==> src/logic/drive_status_defines.svh <==
/*
 Constants for the drive status output selector: function codes, config
 reset values, delay limits and the time-base figures.
 Assumes a single 25 MHz system clock.
*/
// Behaviour
// code 15 asserts while run command off and no output voltage.
// code 16 asserts during steady-speed operation.
// code 17 asserts while motor runs from the drive output stage.
// code 18 asserts while motor runs directly from commercial mains.
// code 19 asserts throughout speed search.
// code 22 asserts while in standby, ready for an external run command.
// code 28 follows the timer, asserting a set time after its trigger.
// code 29 asserts after a fault trip.
// code 34 follows an on/off comparison of an analog input value.
// code 35 carries the mechanical brake release signal.
// code 40 asserts once energy buffering starts after input power loss.
// buffering indication holds until power returns, whatever buffering mode.
// trip state reaches an output only when its function code is 29.
// mask bit1 enables trip output on low-voltage trips.
// mask bit2 enables trip output on all other fault trips.
// mask bit3 enables trip output when automatic restart fails.
// trip cause mask resets to 010.
// trip assertion delay 0.00 to 100.00 s, default 0.00.
// trip release delay 0.00 to 100.00 s, default 0.00.
// code 14 asserts on run command with output voltage, not during DC braking.
// fault trip waits the assertion delay before operating the output.
// after fault clear and reinitialisation, output drops after the release delay.
// delays count 10 ms ticks; a toggle of the condition restarts the count.
`ifndef DRIVE_STATUS_DEFINES_SVH
`define DRIVE_STATUS_DEFINES_SVH

`define FN_NONE 6'h00
`define FN_RUN 6'h0E
`define FN_STOP 6'h0F
`define FN_STEADY 6'h10
`define FN_INV_LINE 6'h11
`define FN_COMM_LINE 6'h12
`define FN_SEARCH 6'h13
`define FN_READY 6'h16
`define FN_TIMER 6'h1C
`define FN_TRIP 6'h1D
`define FN_ON_OFF 6'h22
`define FN_BRAKE 6'h23
`define FN_BUFFERING 6'h28

`define CAUSE_LOW_VOLT 0
`define CAUSE_OTHER 1
`define CAUSE_RESTART 2

`define RST_CAUSE_MASK 3'h2
`define RST_COLLECTOR_FN 6'h0E
`define RST_RELAY_FN 6'h1D
`define RST_DELAY 14'h0000
`define DELAY_MAX 14'h2710

`define CLK_HZ 25000000
`define TICK_MS 10
`define TICK_CYCLES (`CLK_HZ / 1000 * `TICK_MS)

`endif

==> src/logic/drive_status_pkg.sv <==
/*
 Types shared by the status output selector and its delay stage.
 Assumes the constants header is included by the users.
*/
package drive_status_pkg;

    typedef logic [5:0] fn_code_t;
    typedef logic [13:0] delay_t;

    typedef enum logic [3:0] {
        DLY_LOW = 4'h1,
        DLY_RISE = 4'h2,
        DLY_HIGH = 4'h4,
        DLY_FALL = 4'h8
    } delay_state_t;

    typedef struct packed {
        logic run;
        logic stop;
        logic steady;
        logic inv_line;
        logic comm_line;
        logic search;
        logic ready;
        logic timer;
        logic trip;
        logic on_off;
        logic brake;
        logic buffering;
    } status_t;

endpackage : drive_status_pkg

==> src/logic/drive_status_output_selector.sv <==
/*
 Chooses which drive status condition drives the open-collector output
 and the relay, qualifies fault trips by a cause mask and delays them.
 Assumes status flags are synchronous to clk_sys_i and that settings
 are presented together with a one-cycle cfg_wr_i strobe.
*/
`timescale 1ns/1ps
`include "drive_status_defines.svh"

module drive_status_output_selector #(
    parameter int unsigned TICK_CYCLES = `TICK_CYCLES,
    parameter int unsigned ANALOG_W = 12
) (
    // clock and reset
    input wire logic clk_sys_i,
    input wire logic srst_i,

    // settings, loaded on cfg_wr_i
    input wire logic cfg_wr_i,
    input wire drive_status_pkg::fn_code_t collector_output_function_i,
    input wire drive_status_pkg::fn_code_t relay_function_i,
    input wire logic [2:0] trip_cause_mask_i,
    input wire drive_status_pkg::delay_t trip_assert_delay_i,
    input wire drive_status_pkg::delay_t trip_release_delay_i,
    input wire drive_status_pkg::delay_t timer_delay_i,
    input wire logic [ANALOG_W-1:0] on_level_i,
    input wire logic [ANALOG_W-1:0] off_level_i,

    // run state from the controller
    input wire logic run_cmd_i,
    input wire logic voltage_out_i,
    input wire logic dc_braking_i,
    input wire logic steady_i,
    input wire logic inverter_line_i,
    input wire logic comm_line_i,
    input wire logic speed_search_i,
    input wire logic ready_i,

    // timer, analog and brake
    input wire logic timer_trigger_i,
    input wire logic [ANALOG_W-1:0] analog_value_i,
    input wire logic brake_release_output_i,

    // energy buffering
    input wire logic buffering_start_i,
    input wire logic power_restored_i,

    // fault trips
    input wire logic low_voltage_trip_i,
    input wire logic other_trip_i,
    input wire logic restart_fail_i,
    input wire logic fault_reset_i,

    // outputs to the loads
    output logic open_collector_output_o,
    output logic relay_output_o,

    // state seen by the controller
    output logic trip_latched_o,
    output logic trip_active_o,
    output logic kinetic_energy_buffering_o,
    output logic [2:0] trip_cause_mask_o
);

    // settings
    drive_status_pkg::fn_code_t collector_fn_q;
    drive_status_pkg::fn_code_t relay_fn_q;
    logic [2:0] cause_mask_q;
    drive_status_pkg::delay_t assert_dly_q;
    drive_status_pkg::delay_t release_dly_q;
    drive_status_pkg::delay_t timer_dly_q;
    logic [ANALOG_W-1:0] on_level_q;
    logic [ANALOG_W-1:0] off_level_q;

    // internal state
    logic tick;
    logic trip_cause;
    logic trip_latched_q;
    logic trip_delayed;
    logic timer_delayed;
    logic on_off_q;
    logic buffering_q;
    logic collector_q;
    logic relay_q;
    drive_status_pkg::status_t status;

    // out-of-range delays are held at 100.00 s rather than wrapping
    function automatic drive_status_pkg::delay_t clamp_delay(
        input drive_status_pkg::delay_t value
    );
        clamp_delay = (value > `DELAY_MAX) ? `DELAY_MAX : value;
    endfunction : clamp_delay

    // one condition for a function code; unknown codes give no output
    function automatic logic pick(
        input drive_status_pkg::fn_code_t code,
        input drive_status_pkg::status_t st
    );
        case (code)
            `FN_RUN: pick = st.run;
            `FN_STOP: pick = st.stop;
            `FN_STEADY: pick = st.steady;
            `FN_INV_LINE: pick = st.inv_line;
            `FN_COMM_LINE: pick = st.comm_line;
            `FN_SEARCH: pick = st.search;
            `FN_READY: pick = st.ready;
            `FN_TIMER: pick = st.timer;
            `FN_TRIP: pick = st.trip;
            `FN_ON_OFF: pick = st.on_off;
            `FN_BRAKE: pick = st.brake;
            `FN_BUFFERING: pick = st.buffering;
            default: pick = 1'b0;
        endcase
    endfunction : pick

    // settings registers
    always_ff @(posedge clk_sys_i) begin
        if (srst_i) begin
            collector_fn_q <= `RST_COLLECTOR_FN;
            relay_fn_q <= `RST_RELAY_FN;
        end else if (cfg_wr_i) begin
            collector_fn_q <= collector_output_function_i;
            relay_fn_q <= relay_function_i;
        end
    end

    always_ff @(posedge clk_sys_i) begin
        if (srst_i) begin
            cause_mask_q <= `RST_CAUSE_MASK;
        end else if (cfg_wr_i) begin
            cause_mask_q <= trip_cause_mask_i;
        end
    end

    always_ff @(posedge clk_sys_i) begin
        if (srst_i) begin
            assert_dly_q <= `RST_DELAY;
            release_dly_q <= `RST_DELAY;
            timer_dly_q <= `RST_DELAY;
        end else if (cfg_wr_i) begin
            assert_dly_q <= clamp_delay(trip_assert_delay_i);
            release_dly_q <= clamp_delay(trip_release_delay_i);
            timer_dly_q <= clamp_delay(timer_delay_i);
        end
    end

    always_ff @(posedge clk_sys_i) begin
        if (srst_i) begin
            on_level_q <= '0;
            off_level_q <= '0;
        end else if (cfg_wr_i) begin
            on_level_q <= on_level_i;
            off_level_q <= off_level_i;
        end
    end

    // time base
    tick_divider #(
        .TICK_CYCLES(TICK_CYCLES)
    ) u_tick (
        .clk_sys_i(clk_sys_i),
        .srst_i(srst_i),
        .tick_o(tick)
    );

    // fault trip qualification
    assign trip_cause = (cause_mask_q[`CAUSE_LOW_VOLT] & low_voltage_trip_i) |
                        (cause_mask_q[`CAUSE_OTHER] & other_trip_i) |
                        (cause_mask_q[`CAUSE_RESTART] & restart_fail_i);

    // a trip stays until reset; a new cause in the reset cycle wins
    always_ff @(posedge clk_sys_i) begin
        if (srst_i) begin
            trip_latched_q <= 1'b0;
        end else if (trip_cause) begin
            trip_latched_q <= 1'b1;
        end else if (fault_reset_i) begin
            trip_latched_q <= 1'b0;
        end
    end

    // assertion and release delays for the trip
    level_delay u_trip_delay (
        .clk_sys_i(clk_sys_i),
        .srst_i(srst_i),
        .tick_i(tick),
        .on_dly_i(assert_dly_q),
        .off_dly_i(release_dly_q),
        .level_i(trip_latched_q),
        .level_o(trip_delayed)
    );

    // timer function: high a set time after the trigger, low with it
    level_delay u_timer_delay (
        .clk_sys_i(clk_sys_i),
        .srst_i(srst_i),
        .tick_i(tick),
        .on_dly_i(timer_dly_q),
        .off_dly_i(`RST_DELAY),
        .level_i(timer_trigger_i),
        .level_o(timer_delayed)
    );

    // hysteresis keeps the output from chattering around one level
    always_ff @(posedge clk_sys_i) begin
        if (srst_i) begin
            on_off_q <= 1'b0;
        end else if (analog_value_i >= on_level_q) begin
            on_off_q <= 1'b1;
        end else if (analog_value_i <= off_level_q) begin
            on_off_q <= 1'b0;
        end
    end

    // buffering mode is deliberately not an input here
    always_ff @(posedge clk_sys_i) begin
        if (srst_i) begin
            buffering_q <= 1'b0;
        end else if (buffering_start_i) begin
            buffering_q <= 1'b1;
        end else if (power_restored_i) begin
            buffering_q <= 1'b0;
        end
    end

    // condition vector
    always_comb begin
        status.run = run_cmd_i & voltage_out_i & ~dc_braking_i;
        status.stop = ~run_cmd_i & ~voltage_out_i;
        status.steady = steady_i;
        status.inv_line = inverter_line_i;
        status.comm_line = comm_line_i;
        status.search = speed_search_i;
        status.ready = ready_i;
        status.timer = timer_delayed;
        status.trip = trip_delayed;
        status.on_off = on_off_q;
        status.brake = brake_release_output_i;
        status.buffering = buffering_q;
    end

    // registered outputs
    always_ff @(posedge clk_sys_i) begin
        if (srst_i) begin
            collector_q <= 1'b0;
        end else begin
            collector_q <= pick(collector_fn_q, status);
        end
    end

    always_ff @(posedge clk_sys_i) begin
        if (srst_i) begin
            relay_q <= 1'b0;
        end else begin
            relay_q <= pick(relay_fn_q, status);
        end
    end

    assign open_collector_output_o = collector_q;
    assign relay_output_o = relay_q;
    assign trip_latched_o = trip_latched_q;
    assign trip_active_o = trip_delayed;
    assign kinetic_energy_buffering_o = buffering_q;
    assign trip_cause_mask_o = cause_mask_q;

endmodule : drive_status_output_selector

==> src/logic/level_delay.sv <==
/*
 On/off delay of a level, counted in time-base ticks.
 Assumes tick_i is a one-cycle enable from the divider.
*/
`timescale 1ns/1ps
`include "drive_status_defines.svh"

module level_delay (
    // clock, reset and time-base tick
    input wire logic clk_sys_i,
    input wire logic srst_i,
    input wire logic tick_i,
    // settings, in ticks
    input wire drive_status_pkg::delay_t on_dly_i,
    input wire drive_status_pkg::delay_t off_dly_i,
    // level in and out
    input wire logic level_i,
    output logic level_o
);

    drive_status_pkg::delay_state_t state_q;
    drive_status_pkg::delay_t cnt_q;

    // a toggle during a wait returns to the old state and clears the count
    always_ff @(posedge clk_sys_i) begin
        if (srst_i) begin
            state_q <= drive_status_pkg::DLY_LOW;
            cnt_q <= `RST_DELAY;
        end else begin
            case (state_q)
                drive_status_pkg::DLY_LOW: begin
                    cnt_q <= `RST_DELAY;
                    if (level_i) begin
                        state_q <= (on_dly_i == `RST_DELAY) ? drive_status_pkg::DLY_HIGH
                                                             : drive_status_pkg::DLY_RISE;
                    end
                end
                drive_status_pkg::DLY_RISE: begin
                    if (!level_i) begin
                        state_q <= drive_status_pkg::DLY_LOW;
                    end else if (tick_i) begin
                        if (cnt_q + 14'h1 >= on_dly_i) begin
                            state_q <= drive_status_pkg::DLY_HIGH;
                        end
                        cnt_q <= cnt_q + 14'h1;
                    end
                end
                drive_status_pkg::DLY_HIGH: begin
                    cnt_q <= `RST_DELAY;
                    if (!level_i) begin
                        state_q <= (off_dly_i == `RST_DELAY) ? drive_status_pkg::DLY_LOW
                                                              : drive_status_pkg::DLY_FALL;
                    end
                end
                drive_status_pkg::DLY_FALL: begin
                    if (level_i) begin
                        state_q <= drive_status_pkg::DLY_HIGH;
                    end else if (tick_i) begin
                        if (cnt_q + 14'h1 >= off_dly_i) begin
                            state_q <= drive_status_pkg::DLY_LOW;
                        end
                        cnt_q <= cnt_q + 14'h1;
                    end
                end
                default: begin
                    state_q <= drive_status_pkg::DLY_LOW;
                    cnt_q <= `RST_DELAY;
                end
            endcase
        end
    end

    assign level_o = (state_q == drive_status_pkg::DLY_HIGH) ||
                     (state_q == drive_status_pkg::DLY_FALL);

endmodule : level_delay

==> src/logic/tick_divider.sv <==
/*
 Divides the system clock into a one-cycle enable every TICK_CYCLES.
 Assumes a synchronous active-high reset.
*/
`timescale 1ns/1ps
`include "drive_status_defines.svh"

module tick_divider #(
    parameter int unsigned TICK_CYCLES = `TICK_CYCLES
) (
    // clock and reset
    input wire logic clk_sys_i,
    input wire logic srst_i,
    // time base
    output logic tick_o
);

    logic [31:0] cnt_q;
    logic tick_q;

    // 10 ms base; shortened in simulation through the parameter
    always_ff @(posedge clk_sys_i) begin
        if (srst_i) begin
            cnt_q <= 32'h0;
            tick_q <= 1'b0;
        end else if (cnt_q == 32'(TICK_CYCLES - 1)) begin
            cnt_q <= 32'h0;
            tick_q <= 1'b1;
        end else begin
            cnt_q <= cnt_q + 32'h1;
            tick_q <= 1'b0;
        end
    end

    assign tick_o = tick_q;

endmodule : tick_divider
==> config.mk <==
export PLATFORM = sky130hd
export DESIGN_NAME = drive_status_output_selector
export DESIGN_NICKNAME = d
export VERILOG_FILES = /design/src/logic/drive_status_pkg.sv /design/src/logic/drive_status_output_selector.sv /design/src/logic/level_delay.sv /design/src/logic/tick_divider.sv
export VERILOG_INCLUDE_DIRS = /design/src /design/src/logic
export SDC_FILE = /design/constraint.sdc
export NUM_CORES = 1
export LEC_CHECK = 0
export ABC_AREA = 1
export BUFFER_PORTS_ARGS = -buffer_cell sky130_fd_sc_hd__buf_4
export CAP_MARGIN = 30
export CORE_UTILIZATION = 55
export CTS_BUF_LIST = sky130_fd_sc_hd__clkbuf_4 sky130_fd_sc_hd__clkbuf_8
export CTS_CLUSTER_DIAMETER = 40
export DETAILED_ROUTE_END_ITERATION = 10
export PLACE_DENSITY = 0.77
export SKIP_CTS_REPAIR_TIMING = 1
export SYNTH_ARGS = -nofsm -noshare
export SYNTH_HDL_FRONTEND = slang
export SYNTH_SLANG_ARGS = --single-unit
export TNS_END_PERCENT = 50
==> constraint.sdc <==
create_clock -name clk_sys_i -period 6.6 [get_ports clk_sys_i]
set_input_delay 1.32 -clock clk_sys_i [delete_from_list [all_inputs] [get_ports clk_sys_i]]
set_output_delay 1.32 -clock clk_sys_i [all_outputs]
set_load 0.1 [all_outputs]
# --- After elaboration in Yosys (flattened, before gate mapping) ---
# Cells that the tools add are included.
word_totals:
  regBits: 155
  inputBits: 112
  wordCells: 145
op_classes:
  n_addsub: 3
  magnitude_cmp: 9
  n_eq_ne: 49
  n_mux: 41
  bitwise_logic: 11
  n_reduce_logical: 13
ops:
  columns: ["operator", "count"]
  rows:
  - ["$mux 14", 9]
  - ["$eq 6x5->1 const B", 14]
  - ["$mux 4", 17]
  - ["$pmux 14 s2", 2]
  - ["$ge 14x14->1", 3]
  - ["$gt 14x14->1 const B", 3]
  - ["$logic_not 14->1", 3]
  - ["$eq 6x6->1 const B", 6]
  - ["$add 32x1->32 const B", 1]
  - ["$eq 32x18->1 const B", 1]
  - ["$pmux 4 s4", 2]
  - ["$add 14x1->14 const B", 2]
  - ["$eq 6x4->1 const B", 4]
  - ["$pmux 1 s12", 2]
  - ["$ne 2x2->1 const B", 8]
  - ["$ge 14x1->1 const B", 1]
  - ["$ge 12x12->1", 1]
  - ["$le 12x12->1", 1]
  - ["$ne 3x2->1 const B", 4]
  - ["$ne 3x3->1 const B", 4]
  - ["$reduce_and 6->1", 2]
  - ["$eq 4x1->1 const B", 2]
  - ["$eq 4x2->1 const B", 2]
  - ["$eq 4x3->1 const B", 2]
  - ["other kinds (10)", 30]

# --- Longest topological paths before layout ---
logic_depth:
  depth_word: 6
  mapped_depth: 19

# --- Hierarchy ---
# Synthesis repeated with hierarchy kept, for this count alone.
hier_totals:
  hier_cells: 1555
  hier_area_um2: 10104.7
by_module_without_submodules:
  columns: ["module", "n_inst", "cells_each", "area_each_um2", "seq_area_each_um2"]
  rows:
  - ["drive_status_output_selector", 1, 609, 4240.3, 1721.7]
  - ["level_delay", 2, 316, 1966.9, 360.3]
  - ["tick_divider", 1, 314, 1930.6, 660.6]

# --- Least setup slack after synthesis ---
# No wires, ideal clock.
synth_path:
  path_kind: "reg2out"
  start: "reg u_trip_delay.state_q[1]"
  end: "out trip_active_o"
  arrival_ns: 1.220
  required_ns: 5.280
  slack_ns: 4.060
  path_stages_with_launch: 4
  cell_sequence: "dfxtp_1 > nor2_2 > nand3_1 > nand2_1"
synth_between:
  elab_chain_len: 2
synth_lines:
  columns: ["element", "line", "text"]
  rows:
  - ["start: declaration", "level_delay.sv:21", "drive_status_pkg::delay_state_t state_q;"]
  - ["start signal: assignment", "level_delay.sv:27", "state_q <= drive_status_pkg::DLY_LOW;"]
  - ["start signal: assignment", "level_delay.sv:34", "state_q <= (on_dly_i == `RST_DELAY) ? drive_status_pkg::DLY_HIGH"]
  - ["start signal: assignment", "level_delay.sv:40", "state_q <= drive_status_pkg::DLY_LOW;"]
  - ["$eq 4x3->1 or $eq 4x4->1 (tied branches)", "level_delay.sv:73, level_delay.sv:74", null]
  - ["$logic_or 1x1->1 *", "level_delay.sv:73", "assign level_o = (state_q == drive_status_pkg::DLY_HIGH) ||"]
  - ["end: declaration", "drive_status_output_selector.sv:60", "output logic trip_active_o,"]
# Every way passes the cells marked *; elsewhere a longest branch is shown, timed or not.

# --- Worst setup path in the final report ---
layout_path:
  start: "in srst_i"
  end: "reg u_tick.cnt_q[26]"
layout_between:
  elab_chain_len: 1
layout_lines:
  columns: ["element", "line", "text"]
  rows:
  - ["start: declaration", "drive_status_output_selector.sv:16", "input wire logic srst_i,"]
  - ["$reduce_or 2->1 (no source line)", null, null]
  - ["end signal: assignment", "tick_divider.sv:30", "cnt_q <= cnt_q + 32'h1;"]
  - ["end: declaration", "tick_divider.sv:18", "logic [31:0] cnt_q;"]
# No other way between the ends.
# A chain may end at the register's enable or synchronous reset.

==> run_results.csv <==
group,metric,value,unit
placed_design,placed_area,10200,um2
grt,grtUsageTotal,27.0,%
grt,gr-total-overflow,0,
die,die_x,131,um
final_layout,fillerInstances,1437,
yosys,synth_nets,1530,
placed_design,port_buffers,119,
timing,slew_headroom,39.2,%
cts,cts_tree,"done",
yosys,synth_edf_count,0,
power_and_ir_drop,p_seq_share,46.7,%
timing,hold_viol_final,0,
final_layout,final_cells,1676,
timing,slew_violations,0,
timing,finalSetupTns,0,ns
yosys,yosysMostFrequentCell,"nand2_1",
timing,period_minus_slack,3.23,ns
final_layout,final_area,10500,um2
timing,rsz0062_at_grt,"false",
timing,fin_crit_sh,49.0,%
die,io_pins,120,
timing,skew,0.0105,ns
setup_path,cp_cell_sequence,"buf_4, clkinv_1, nand2_4, nor3b_1",
grt,grt_pass1_wl,36.5,mm
setup_path,path_class,"in2reg",
power_and_ir_drop,p_int,0.00150,W
die,core,16100,um2
power_and_ir_drop,p_per_area,207,nW/um2
final_layout,diodes,0,
yosys,yosys.area.top_type_share,33.6,%
setup_path,cp_top_family,"buffers and inverters",
grt,grt_pass1_vias,8049,
yosys,synth_seq_cells,154,
route,viasPerCell,5.36,
power_and_ir_drop,clockPowerShare,32.8,%
timing,fmax,0.309,GHz
yosys,synth_area,9160,um2
setup_path,worstPathArrival,3.56,ns
route,vias,8978,
grt,grt_max_degree,93,
worst_hold_path,hp-class,"reg2reg",
timing,setup_viol,0,
placed_design,routabilityCongestion,0.921,
power_and_ir_drop,p_sw_share,31.1,%
final_layout,drive_above_1_share,12.9,%
yosys,synth.distinct_cells,45,
cts,clkTransAtPathRegs,0.08,ns
route,post_drt_wl_per_cell,13.3,um
die,die_h,131,um
yosys,synth.largest_area_cell,"dfxtp_1",
yosys,yosys-top-cells-area,"dfxtp_1, nand2_1, ha_1, inv_1, a21oi_1",
route,drc,0,
grt,antenna_found_initial,0,
final_layout,multi_input_area,5100,um2
yosys,syn_avg_cell_area,6.79,um2
yosys,yosysWarnings,0,
cts,cts_made_buffers,17,
final_layout,syn_to_final_growth,15.1,%
cts,root_buffer,"clkbuf_8",
yosys,synth_top_flop_cell,"dfxtp_1",
timing,tightest_slew,0.909,ns
yosys,async_reset_ff_share,0,%
setup_path,critPathMaxFanout,63,
cts,clk_path_buf_depth,2,
power_and_ir_drop,ir_drop,0.167,mV
cts,htree_levels,4,
setup_path,slowest_delay,0.89,ns
run,drv_cap,0,
cts,numClockSinks,154,
route,drt-pass1-iter-count,5,
setup_path,required,6.93,ns
power_and_ir_drop,leakage,4.75,nW
route,drtIter0Drc,606,
route,ant_nets,0,
power_and_ir_drop,pwr-share-comb,20.5,%
die,dieArea,17200,um2
status,status,"complete, no violations",
die,rows,46,
final_layout,regArea,3080,um2
yosys,synthTopCellsByCount,"nand2_1, inv_1, dfxtp_1",
setup_path,worstSetupStartpointType,"input pin",
yosys,yosysSeqAreaShare,33.6,%
setup_path,endpoint_kind,"flop",
placed_design,dp_cells,1646,
setup_path,cp_num_buf_inv,2,
power_and_ir_drop,p_switching,0.000679,W
yosys,syn_inst,1349,
final_layout,final_nets,1630,
setup_path,reg2reg_slack,3.59,ns
setup_path,cp_slowest_cell,"clkinv_1",
cts,insertion_delay,0.46,ns
placed_design,dp_hpwl,16.8,mm
die,start_util,57.1,%
route,finalWirelength,22.3,mm
-- power by group through the flow --
stage,Combinational [W],Sequential (W),Clock [W]
6_report,0.000447,0.00102,0.000717
5_1_grt,0.000512,0.00103,0.000769
4_1_cts,0.000445,0.00102,0.000732
3_5_place_dp,0.000443,0.00104,0
3_3_place_gp,0.000433,0.00104,0
2_1_floorplan,0.000298,0.00105,0
-- layer usage --
layer	GRT usage [%]	up-vias	part of all wire (%)	wire, um
li1	-	4633	-	-
met1	34.2	4027	45	10200
met2	46.2	282	47	10500
met3	5.11	36	5.4	1200
met4	8.59	0	2.1	463
met5	0	-	0	0
-- registers in the layout (all words and copies together), names as in the netlist, 6 cells and up --
| name | cells |
|---|---|
| u_trip_delay.cnt_q | 14 |
| off_level_q | 12 |
| timer_dly_q | 14 |
| u_timer_delay.cnt_q | 14 |
| relay_fn_q | 6 |
| release_dly_q | 14 |
| u_tick.cnt_q | 32 |
| on_level_q | 12 |
| assert_dly_q | 14 |
| collector_fn_q | 6 |
-- layout by cell type (no fill, tap or decap), drive strengths merged, types with 2 or more instances in the layout --
cell,netlist,routed
bufinv,0,2
nand3,97,97
a22oi,3,3
clkinvlp,0,3
dfxtp,154,154
o21ai,80,80
o21bai,4,4
a31oi,3,3
nor4,16,16
a21oi,145,145
nand2,282,282
nand4,37,37
xor2,21,21
nor2,119,119
ha,69,69
buf,10,121
nor3b,3,3
o2111ai,4,4
and2,2,2
inv,213,214
nor3,39,39
clkbuf,30,20
or2,7,7
clkinv,0,4
nand3b,5,5
-- worst reg2reg max path: stages (launching register included) --
cell,delay [ns]
dfxtp_1,0.46
ha_1,0.28
nand2_1,0.08
nor2_1,0.36
nand4_1,0.19
nand2_1,0.11
inv_1,0.10
ha_1,0.28
nand2_1,0.06
nor2_1,0.14
nand2_1,0.08
nand3_1,0.08
nand2_1,0.06
nor2_1,0.31
nand3_1,0.16
nand2_1,0.09
inv_1,0.04
-- final timing paths --
check / depth (start not counted) / endpoint / from
hold reg to reg: 2 / off_level_q[7] / off_level_q[7]
hold / removal: 2 / off_level_q[7] / off_level_q[7]
setup reg to reg: 16 / u_trip_delay.state_q[1] / u_trip_delay.cnt_q[0]
setup / recovery: 4 / u_tick.cnt_q[26] / srst_i
-- kinds of logic after synthesis --
kind of cell,after synthesis,share of synthesized area [%]
xor gates and xnor gates,21,2.01
and+or+nand+nor,609,30.3
AOI/OAI and AO/OA,243,13.9
adders and majority gates,69,9.42
buffers and inverters,253,10.7
DFF,154,33.6
-- layout make-up --
class	instances	share of cell area, %
multi-input combinational	942	48.3
timing repair buffer	121	8.61
clock inverter	10	1.13
tap	216	2.56
clock buffer	20	2.55
inverter	213	7.58
sequential	154	29.2
-- metrics by stage --
stage	worst slack, ns	hold slack (ns)	total power [W]	util, %
2_1_floorplan	4.06	0.437	0.00135	-
3_3_place_gp	2.96	0.449	0.00147	63.3
3_5_place_dp	2.94	0.453	0.00148	63.3
4_1_cts	3.44	0.464	0.00219	65.7
5_1_grt	3.26	0.479	0.00231	65.7
6_report	3.37	0.465	0.00218	65.7
No activity file was read; power rests on OpenSTA's default activity.
